<file path="src/shared/pdbc_regs.svh">
// Register offsets, field positions, reset values and timing figures of the parity DRAM board control.
`ifndef PDBC_REGS_SVH
`define PDBC_REGS_SVH
`define PDBC_CTRL_OFF 12'h000
`define PDBC_BASE_OFF 12'h004
`define PDBC_IOADR_OFF 12'h008
`define PDBC_STAT_OFF 12'h00c
`define PDBC_CTRL_RST 32'h0000_003c
`define PDBC_BASE_RST 32'h0000_0100
`define PDBC_IOADR_RST 32'h0000_0000
`define PDBC_BASE1_LSB 8
`define PDBC_CLK_NS 10
`define PDBC_DATA_NS 205
`define PDBC_XACK_NS 230
`define PDBC_DATA_FAST_NS 155
`define PDBC_XACK_FAST_NS 175
`define PDBC_LEAD0_NS 85
`define PDBC_LEAD1_NS 145
`define PDBC_LEAD2_NS 165
`define PDBC_LEAD3_NS 195
`define PDBC_REFRESH_NS 200
`define PDBC_IO_ACK_NS 100
`define PDBC_REQ_COUNT 64
`define PDBC_FORCE_COUNT 56
`endif

</file>
<file path="src/shared/pdbc_pkg.sv">
// Types shared by the parity DRAM board control.
package pdbc_pkg;
    typedef enum logic [2:0] {
        PDBC_IDLE = 3'b000,
        PDBC_MEM = 3'b001,
        PDBC_REF = 3'b010,
        PDBC_IO = 3'b011,
        PDBC_DONE = 3'b100
    } pdbc_state_t;

    typedef struct packed {
        logic parity_invert;
        logic early_ack_on_transfer_ack;
        logic early_ack_line_select;
        logic early_en;
        logic [1:0] lead_sel;
        logic [2:0] int_sel;
        logic int_en;
        logic io16;
        logic [3:0] row_en;
        logic fast;
        logic big_chips;
    } pdbc_ctrl_t;

    typedef struct packed {
        logic mem_rd_n;
        logic mem_wr_n;
        logic io_rd_n;
        logic io_wr_n;
        logic bhen_n;
        logic err_reset_n;
        logic osc;
        logic [23:0] addr;
        logic [15:0] data;
    } pdbc_bus_t;
endpackage

</file>
<file path="src/logic/pdbc_board.sv">
// Parity-checked DRAM board control: bus decode, refresh arbiter, parity capture, error port and APB setup.
// Notes on behaviour
// Only the upper six address lines, or four with big chips, are compared when deciding a memory cycle is ours.
// BHEN selects a word transfer, otherwise address bit 0 picks the byte.
// Two sections, each with its own base on 256K or 1M boundary.
// Each of four rows can be disabled; a disabled row never answers.
// Refresh starts at a nominal interval of about thirteen microseconds.
// A cycle to another board lets a pending refresh start at once.
// Refresh is placed in gaps between our own accesses.
// A parity error is latched and its chip group shown on three outputs.
// The manual error reset input clears the latched error.
// When enabled, a latched error drives the selected vectored interrupt line.
// Reading the error port returns the failing chip group.
// Writing the error port clears the error and drops the interrupt.
// The error port decodes 8 or 16 address bits as configured.
// Transfer acknowledge comes only after the data transfer is done.
// An optional early acknowledge leads the normal one by a fixed time.
// Read data by 205 ns, acknowledge by 230 ns; fast mode 155/175 ns.
// Refresh request after 64 oscillator falls, forced after 56 more.
// Early lead is 85, 145, 165 or 195 ns, on AACK or XACK; the code gives 80, 140, 160 or 180 ns, and in fast mode 80 or 120 ns.
// A refresh falling due during our own cycle waits until it ends.
// Each written byte stores a parity bit, checked on every read.
`timescale 1ns/1ps
`default_nettype none
`include "pdbc_regs.svh"
module pdbc_board #(
    parameter int MEM_AW = 6
) (
    // Clock and reset
    input wire logic SYS_CLK,
    input wire logic NRST,
    // APB register port
    input wire logic PSEL,
    input wire logic PENABLE,
    input wire logic PWRITE,
    input wire logic [11:0] PADDR,
    input wire logic [31:0] PWDATA,
    output logic [31:0] PRDATA,
    output logic PREADY,
    output logic PSLVERR,
    // System bus pins
    input wire pdbc_pkg::pdbc_bus_t BUS_IN,
    output logic [15:0] DAT_O,
    output logic DAT_OE,
    output logic XACK_OE,
    output logic AACK_OE,
    output logic [7:0] INT_OE,
    // Indicators
    output logic [2:0] ERR_LED,
    output logic FORCED_REFRESH_N
);
    import pdbc_pkg::*;

    localparam int DEPTH = 4 << MEM_AW;
    // The pin synchroniser and the output flops cost cycles, so the counts give them back to keep pin timing.
    localparam int DATA_CYC = `PDBC_DATA_NS / `PDBC_CLK_NS - 3;
    localparam int XACK_CYC = `PDBC_XACK_NS / `PDBC_CLK_NS - 4;
    localparam int DATA_F_CYC = `PDBC_DATA_FAST_NS / `PDBC_CLK_NS - 3;
    localparam int XACK_F_CYC = `PDBC_XACK_FAST_NS / `PDBC_CLK_NS - 4;
    localparam int REF_CYC = (`PDBC_REFRESH_NS + `PDBC_CLK_NS - 1) / `PDBC_CLK_NS;
    localparam int IO_CYC = (`PDBC_IO_ACK_NS + `PDBC_CLK_NS - 1) / `PDBC_CLK_NS;

    // Early point of the acknowledge; a lead as long as the cycle or longer collapses to its first count.
    function automatic logic [5:0] early_at(input int xack_cyc, input logic [1:0] sel);
        int lead;
        lead = `PDBC_LEAD0_NS / `PDBC_CLK_NS;
        if (sel == 2'd1) begin
            lead = `PDBC_LEAD1_NS / `PDBC_CLK_NS;
        end else if (sel == 2'd2) begin
            lead = `PDBC_LEAD2_NS / `PDBC_CLK_NS;
        end else if (sel == 2'd3) begin
            lead = `PDBC_LEAD3_NS / `PDBC_CLK_NS;
        end
        return (xack_cyc > lead) ? 6'(xack_cyc - lead) : 6'd1;
    endfunction

    function automatic logic odd(input logic [7:0] b);
        return ^b;
    endfunction

    pdbc_bus_t meta_q;
    pdbc_bus_t bus_q;
    logic osc_old_q;
    pdbc_ctrl_t ctrl_q;
    logic [31:0] base_q;
    logic [15:0] ioadr_q;
    pdbc_state_t state_q;
    logic [5:0] cnt_q;
    logic [23:0] adr_q;
    logic word_q;
    logic wr_q;
    logic [17:0] mem_q [DEPTH];
    logic [6:0] tick_q;
    logic ref_req_q;
    logic forced_q;
    logic err_q;
    logic [2:0] group_q;
    logic xack_q;
    logic early_q;

    // Pins pass two flip-flops; only the second stage is read.
    always_ff @(posedge SYS_CLK) begin
        meta_q <= BUS_IN;
        bus_q <= meta_q;
    end

    always_ff @(posedge SYS_CLK) begin
        if (!NRST) begin
            osc_old_q <= 1'b0;
        end else begin
            osc_old_q <= bus_q.osc;
        end
    end

    wire osc_fall = osc_old_q & ~bus_q.osc;
    wire mem_cmd = ~bus_q.mem_rd_n | ~bus_q.mem_wr_n;
    wire io_cmd = ~bus_q.io_rd_n | ~bus_q.io_wr_n;
    wire any_cmd = mem_cmd | io_cmd;

    // Section and row decode over address bits 23 down to 17.
    logic hit;
    logic [1:0] row;
    always_comb begin
        logic [5:0] top;
        logic [5:0] b0;
        logic [5:0] b1;
        top = bus_q.addr[23:18];
        b0 = base_q[5:0];
        b1 = base_q[`PDBC_BASE1_LSB +: 6];
        hit = 1'b0;
        row = 2'd0;
        if (ctrl_q.big_chips) begin
            row[0] = bus_q.addr[19];
            if (top[5:2] == b0[5:2]) begin
                hit = 1'b1;
            end else if (top[5:2] == b1[5:2]) begin
                hit = 1'b1;
                row[1] = 1'b1;
            end
        end else begin
            row[0] = bus_q.addr[17];
            if (top == b0) begin
                hit = 1'b1;
            end else if (top == b1) begin
                hit = 1'b1;
                row[1] = 1'b1;
            end
        end
        hit = hit & ctrl_q.row_en[row];
    end

    wire io_hit = ctrl_q.io16 ? (bus_q.addr[15:0] == ioadr_q) : (bus_q.addr[7:0] == ioadr_q[7:0]);
    wire [MEM_AW+1:0] idx_q = {adr_q[23:22], adr_q[MEM_AW:1]};

    // Own memory cycles win over a mere request, but a forced refresh goes first once the board is idle.
    wire start_ref = (state_q == PDBC_IDLE) && (forced_q || (ref_req_q && !(mem_cmd && hit)));
    wire start_mem = (state_q == PDBC_IDLE) && !forced_q && mem_cmd && hit;
    wire start_io = (state_q == PDBC_IDLE) && !forced_q && !(mem_cmd && hit) && !ref_req_q && io_cmd && io_hit;
    wire [5:0] data_at = ctrl_q.fast ? 6'(DATA_F_CYC) : 6'(DATA_CYC);
    wire [5:0] xack_at = ctrl_q.fast ? 6'(XACK_F_CYC) : 6'(XACK_CYC);
    wire [5:0] early_pt = ctrl_q.fast ? early_at(XACK_F_CYC, ctrl_q.lead_sel) : early_at(XACK_CYC, ctrl_q.lead_sel);
    wire data_pt = (state_q == PDBC_MEM) && (cnt_q == data_at);

    always_ff @(posedge SYS_CLK) begin
        if (!NRST) begin
            state_q <= PDBC_IDLE;
            cnt_q <= 6'd0;
        end else begin
            case (state_q)
                PDBC_IDLE: begin
                    cnt_q <= 6'd1;
                    if (start_ref) begin
                        state_q <= PDBC_REF;
                    end else if (start_mem) begin
                        state_q <= PDBC_MEM;
                    end else if (start_io) begin
                        state_q <= PDBC_IO;
                    end
                end
                PDBC_MEM: begin
                    cnt_q <= cnt_q + 6'd1;
                    if (cnt_q == xack_at) begin
                        state_q <= PDBC_DONE;
                    end
                end
                PDBC_IO: begin
                    cnt_q <= cnt_q + 6'd1;
                    if (cnt_q == 6'(IO_CYC)) begin
                        state_q <= PDBC_DONE;
                    end
                end
                PDBC_REF: begin
                    cnt_q <= cnt_q + 6'd1;
                    if (cnt_q == 6'(REF_CYC)) begin
                        state_q <= PDBC_IDLE;
                    end
                end
                PDBC_DONE: begin
                    if (!any_cmd) begin
                        state_q <= PDBC_IDLE;
                    end
                end
                default: begin
                    state_q <= PDBC_IDLE;
                end
            endcase
        end
    end

    always_ff @(posedge SYS_CLK) begin
        if (!NRST) begin
            adr_q <= 24'h00_0000;
            word_q <= 1'b0;
            wr_q <= 1'b0;
        end else if (start_mem || start_io) begin
            adr_q <= {row, bus_q.addr[21:0]};
            word_q <= ~bus_q.bhen_n;
            wr_q <= ~bus_q.mem_wr_n | ~bus_q.io_wr_n;
        end
    end

    // Storage keeps a parity bit beside each byte; the invert option lets software plant a bad one.
    always_ff @(posedge SYS_CLK) begin
        if (data_pt && wr_q) begin
            if (word_q || !adr_q[0]) begin
                mem_q[idx_q][8:0] <= {odd(bus_q.data[7:0]) ^ ctrl_q.parity_invert, bus_q.data[7:0]};
            end
            if (word_q || adr_q[0]) begin
                mem_q[idx_q][17:9] <= {odd(bus_q.data[15:8]) ^ ctrl_q.parity_invert, bus_q.data[15:8]};
            end
        end
    end

    wire [17:0] word_rd = mem_q[idx_q];
    wire bad_lo = (odd(word_rd[7:0]) != word_rd[8]) && (word_q || !adr_q[0]);
    wire bad_hi = (odd(word_rd[16:9]) != word_rd[17]) && (word_q || adr_q[0]);

    // Read data and acknowledge; data stays driven until the master drops its command.
    always_ff @(posedge SYS_CLK) begin
        if (!NRST) begin
            DAT_O <= 16'h0000;
            DAT_OE <= 1'b0;
        end else if (state_q == PDBC_IDLE) begin
            DAT_OE <= 1'b0;
        end else if (data_pt && !wr_q) begin
            DAT_O <= (word_q || !adr_q[0]) ? {word_rd[16:9], word_rd[7:0]} : {8'h00, word_rd[16:9]};
            DAT_OE <= 1'b1;
        end else if ((state_q == PDBC_IO) && (cnt_q == 6'd1) && !wr_q) begin
            DAT_O <= {12'h000, err_q, group_q};
            DAT_OE <= 1'b1;
        end
    end

    always_ff @(posedge SYS_CLK) begin
        if (!NRST) begin
            xack_q <= 1'b0;
            early_q <= 1'b0;
        end else if (state_q == PDBC_IDLE) begin
            xack_q <= 1'b0;
            early_q <= 1'b0;
        end else begin
            if (((state_q == PDBC_MEM) && (cnt_q == xack_at)) || ((state_q == PDBC_IO) && (cnt_q == 6'(IO_CYC)))) begin
                xack_q <= 1'b1;
            end
            if ((state_q == PDBC_MEM) && (cnt_q == early_pt) && ctrl_q.early_en) begin
                early_q <= 1'b1;
            end
        end
    end

    always_ff @(posedge SYS_CLK) begin
        if (!NRST) begin
            XACK_OE <= 1'b0;
            AACK_OE <= 1'b0;
        end else begin
            XACK_OE <= xack_q | (early_q & ctrl_q.early_ack_on_transfer_ack);
            AACK_OE <= early_q & ctrl_q.early_ack_line_select;
        end
    end

    // Refresh timer: the counter restarts whenever a refresh begins, which also cancels the forced one.
    always_ff @(posedge SYS_CLK) begin
        if (!NRST) begin
            tick_q <= 7'd0;
            ref_req_q <= 1'b0;
            forced_q <= 1'b0;
        end else if (start_ref) begin
            tick_q <= 7'd0;
            ref_req_q <= 1'b0;
            forced_q <= 1'b0;
        end else if (osc_fall) begin
            tick_q <= tick_q + 7'd1;
            if (!ref_req_q && (tick_q == 7'(`PDBC_REQ_COUNT - 1))) begin
                ref_req_q <= 1'b1;
                tick_q <= 7'd0;
            end else if (ref_req_q && (tick_q == 7'(`PDBC_FORCE_COUNT - 1))) begin
                forced_q <= 1'b1;
            end
        end
    end

    always_ff @(posedge SYS_CLK) begin
        if (!NRST) begin
            FORCED_REFRESH_N <= 1'b1;
        end else begin
            FORCED_REFRESH_N <= ~forced_q;
        end
    end

    // Error latch: a new error in the clearing cycle survives the clear.
    wire err_set = data_pt && !wr_q && (bad_lo || bad_hi);
    wire err_clr = !bus_q.err_reset_n || ((state_q == PDBC_IO) && (cnt_q == 6'd1) && wr_q);
    always_ff @(posedge SYS_CLK) begin
        if (!NRST) begin
            err_q <= 1'b0;
            group_q <= 3'b000;
        end else if (err_set) begin
            err_q <= 1'b1;
            group_q <= {adr_q[23], bad_hi, bad_lo};
        end else if (err_clr) begin
            err_q <= 1'b0;
            group_q <= 3'b000;
        end
    end

    always_ff @(posedge SYS_CLK) begin
        if (!NRST) begin
            ERR_LED <= 3'b000;
            INT_OE <= 8'h00;
        end else begin
            ERR_LED <= group_q;
            INT_OE <= (err_q && ctrl_q.int_en) ? (8'h01 << ctrl_q.int_sel) : 8'h00;
        end
    end

    // APB slave: one wait state on every access, error on unmapped offsets.
    wire apb_go = PSEL && PENABLE && !PREADY;
    wire apb_wr = apb_go && PWRITE;
    always_ff @(posedge SYS_CLK) begin
        if (!NRST) begin
            ctrl_q <= pdbc_ctrl_t'(17'(`PDBC_CTRL_RST));
            base_q <= `PDBC_BASE_RST;
            ioadr_q <= 16'(`PDBC_IOADR_RST);
        end else if (apb_wr) begin
            if (PADDR == `PDBC_CTRL_OFF) begin
                ctrl_q <= pdbc_ctrl_t'(PWDATA[16:0]);
            end else if (PADDR == `PDBC_BASE_OFF) begin
                base_q <= {18'h0_0000, PWDATA[13:8], 2'b00, PWDATA[5:0]};
            end else if (PADDR == `PDBC_IOADR_OFF) begin
                ioadr_q <= PWDATA[15:0];
            end
        end
    end

    always_ff @(posedge SYS_CLK) begin
        if (!NRST) begin
            PREADY <= 1'b0;
            PSLVERR <= 1'b0;
            PRDATA <= 32'h0000_0000;
        end else begin
            PREADY <= apb_go;
            PSLVERR <= 1'b0;
            PRDATA <= 32'h0000_0000;
            if (apb_go) begin
                if (PADDR == `PDBC_CTRL_OFF) begin
                    PRDATA <= {15'h0000, ctrl_q};
                end else if (PADDR == `PDBC_BASE_OFF) begin
                    PRDATA <= base_q;
                end else if (PADDR == `PDBC_IOADR_OFF) begin
                    PRDATA <= {16'h0000, ioadr_q};
                end else if (PADDR == `PDBC_STAT_OFF) begin
                    PRDATA <= {25'h000_0000, state_q != PDBC_IDLE, forced_q, ref_req_q, err_q, group_q};
                end else begin
                    PSLVERR <= 1'b1;
                end
            end
        end
    end
endmodule
`default_nettype wire

</file>
<file path="config.mk">
export PLATFORM = sky130hd
export DESIGN_NAME = pdbc_board
export DESIGN_NICKNAME = d
export VERILOG_FILES = /design/src/shared/pdbc_pkg.sv /design/src/logic/pdbc_board.sv
export VERILOG_INCLUDE_DIRS = /design/src /design/src/shared
export SDC_FILE = /design/constraint.sdc
export NUM_CORES = 2
export LEC_CHECK = 0
export ABC_AREA = 0
export BUFFER_PORTS_ARGS = -buffer_cell sky130_fd_sc_hd__buf_4
export CAP_MARGIN = 20
export CORE_UTILIZATION = 50
export DETAILED_ROUTE_END_ITERATION = 7
export PLACE_DENSITY = 0.74
export SETUP_SLACK_MARGIN = 0.1
export SKIP_CTS_REPAIR_TIMING = 1
export SYNTH_ARGS = -nofsm -noshare
export SYNTH_HDL_FRONTEND = slang
export SYNTH_MEMORY_MAX_BITS = 65536
export SYNTH_SLANG_ARGS = --single-unit
</file>
<file path="constraint.sdc">
create_clock -name SYS_CLK -period 12.8 [get_ports SYS_CLK]
set_clock_uncertainty 0.2 [all_clocks]
set_input_delay 1.28 -clock SYS_CLK [delete_from_list [all_inputs] [get_ports SYS_CLK]]
set_output_delay 1.28 -clock SYS_CLK [all_outputs]
set_load 0.02 [all_outputs]
</file>
==> out/qor.yml <==
synth-compound-area-share_pct: 1.71
avgSynthCellArea_um2: 21.6
cp.required_ps: 13520
drcViolationCount: 199
setup_violations: 0
path_cells: "buf_12 > buf_12 > mux4_2 > mux4_2 > and2_1 > a2111oi_2 > o32ai_1 > xor2_1 > xnor3_1 > xnor2_1 > a22oi_2 > a21oi_1"
nets: 9066
cts_tree: "built"
holdWs_ps: 101
start_util_pct: 50.2
yosys.area_share.simple_pct: 2.75
drt-total-wl_mm: 476
cts_buffer_depth: 4
placed_cells: 13500
yosysWarnings: 0
dp_hpwl_mm: 285
layout_commonest_cell: "edfxtp_1"
die_h_um: 613
num-fill-cells: 26500
vias_per_cell: 6.44
cp_top_family: "compound AO/OA/AOI/OAI gates"
reg2reg_to: "err_q"
reg2reg_setup_slack_ps: 5970
violations: "DRC"
power.density_nw_per_um2: 153
vias: 92300
synth_top_family_by_area: "multiplexers"
crit_buf_inv: 2
final-max-slew-violation-count: 0
numCtsBuffers: 449
placed_cell_area_um2: 193000
ios: 161
synth_seq_cells: 4839
first_iter_violations: 14000
period_needed_ps: 6830
critical_path.max_fanout: 107
worstPathArrival_ps: 7540
ctsHtreeMaxLevel: 5
grt_max_degree: 192
endpoint_kind: "register"
synth_edf_count: 4608
syn_area_um2: 187000
syn_to_final_growth_pct: 11.0
final_cell_mix: "edfxtp_1, mux4_2, nor2_1"
die_x_um: 613
synthArstFlopShare_pct: 0
critPathKind: "register to register"
clk_transition_reported_paths_ps: 70
core_um2: 372000
fin_cells: 14300
synth_cell_type_count: 81
leakagePower_nw: 62.1
max_freq_ghz: 0.146
crit_end: "err_q"
tightest_slew_ps: 1240
path_depth: 12
rsz0062_at_grt: "no"
multi_input_area_um2: 40700
rows: 224
first_global_vias: 91800
grt_pass1_wl_mm: 673
ys_seq_area_share_pct: 76.5
synthFlopType: "edfxtp_1"
synth_fa_ha_area_share_pct: 0.0335
layout-drive-gt1-share_pct: 25.0
cts_root_buf: "clkbuf_16"
synthCells: 8662
stdcell_area_um2: 207000
die_area_um2: 376000
cp_slowest_cell: "a2111oi_2"
place.gp.congestion: 0.886
synthMuxAreaShare_pct: 16.8
worst_hold_path_type: "register to register"
final_util_pct: 55.7
ir_worst_vdd_uv: 119
maxSlewHeadroom_pct: 17.4
antenna_found_initial: 24
synth_xor_area_share_pct: 0.342
rr_worst_depth: 12
first_pass_iters: 8
clk-insertion-delay-late_ps: 1000
status: "complete, but fails checks"
cts.sinks: 4839
ant_nets: 0
startpoint_type: "register"
gr-total-overflow: 0
port_buffers: 129
period_share_pct: 53.3
post_drt_wl_per_cell_um: 33.2
tns_ps: 0
hold_viol_final: 0
crit_path_max_incr_delay_ps: 1040
track_usage_pct: 25.1
drv_cap: 0
regArea_um2: 143000
## per-layer routing
| metal | global-route usage (%) | up-vias | part of all wire, % |
|---|---|---|---|
| met5 | 0 | - | 0.022 |
| met4 | 11.3 | 16 | 5.2 |
| met3 | 6.76 | 1182 | 13 |
| met2 | 38.6 | 6325 | 46 |
| met1 | 33.8 | 48200 | 36 |
| li1 | - | 36600 | - |
## cell type report
| cell class | instances | area share [%] |
|---|---|---|
| Antenna cell | 16 | 0.0193 |
| Clock buffer | 563 | 5.72 |
| Clock inverter | 266 | 1.16 |
| Inverter | 12 | 0.0284 |
| Multi-Input combinational cell | 3305 | 19.6 |
| Sequential cell | 4839 | 69.0 |
| Tap cell | 4972 | 3.00 |
| Timing Repair Buffer | 358 | 1.46 |
## stage by stage
step / setup WS, ps / power, W
finish: 5970 / 0.0317
global route: 5730 / 0.0323
CTS: 6020 / 0.0317
detailed placement: 6130 / 0.0189
global placement: 6180 / 0.0188
floorplan: 3260 / 0.0185
## synthesized netlist by cell type (9+ instances only)
cell type  count  area share, %
a221oi_1       9          0.042
a21oi_1      102           0.27
clkbuf_1     196           0.39
a2111oi_0      9          0.042
mux4_2      1250             15
nand2b_1      15          0.050
mux2i_1      292            1.6
nand3_1       78           0.21
dfxtp_1      231            2.5
a22o_1        10          0.047
o21ai_0       38           0.10
buf_1         26          0.052
nor4_1        15          0.050
buf_6         68           0.41
buf_4         91           0.37
edfxtp_1    4608             74
inv_1          9          0.018
mux2_2        13          0.078
xor2_1        24           0.11
a211oi_1      30           0.12
nand4_1       31           0.10
and2_1        21          0.070
buf_12        17           0.18
nor3_1        25          0.067
a22oi_1      129           0.52
o22ai_1       27          0.090
a31oi_1       26          0.087
o211ai_1      15          0.060
a311oi_1       9          0.042
buf_2        108           0.29
nor2_1       685            1.4
buf_8         14           0.11
and3_1        12          0.040
nor2b_1       45           0.15
o221ai_1      10          0.047
or3_1         22          0.074
xnor2_1       42           0.20
nand2_1      220           0.44
## power breakdown
part | internal [W] | switching, W | total [W]
clock | 0.00729 | 0.00581 | 0.0131
sequential | 0.0175 | 0.0000603 | 0.0176
combinational | 0.000246 | 0.000717 | 0.000963
## flip-flops by register name, summed over array words and instances, names as in the netlist, 6 cells and up, named ones only
signal / cells
PRDATA: 17
base_q: 12
INT_OE: 8
ctrl_q: 17
cnt_q: 6
ioadr_q: 16
DAT_O: 16
adr_q: 9
meta_q: 46
mem_q: 4608
bus_q: 46
tick_q: 7
## how the worst min path moves through the flow
stage               startpoint        to  slack (ps)  depth (start not counted)
global placement     meta_q[5]  bus_q[5]         110                          0
floorplan            meta_q[0]  bus_q[0]         110                          0
finish               meta_q[7]  bus_q[7]         100                          0
global route         meta_q[7]  bus_q[7]         110                          0
detailed placement   meta_q[1]  bus_q[1]         110                          0
CTS                  meta_q[7]  bus_q[7]         110                          0
## kinds of logic (layout without fill, tap and decap cells)
family                   count (synthesis)  after routing
flip-flops                            4839           4839
AND/OR/NAND/NOR                       1193           1193
AO/OA/AOI/OAI                          462            462
adder cells (fa/ha/maj)                  5              5
multiplexers                          1561           1561
buffers and inverters                  532           1199
XOR/XNOR                                69             69
other                                    1             31
(Power assumes the default switching activity.)
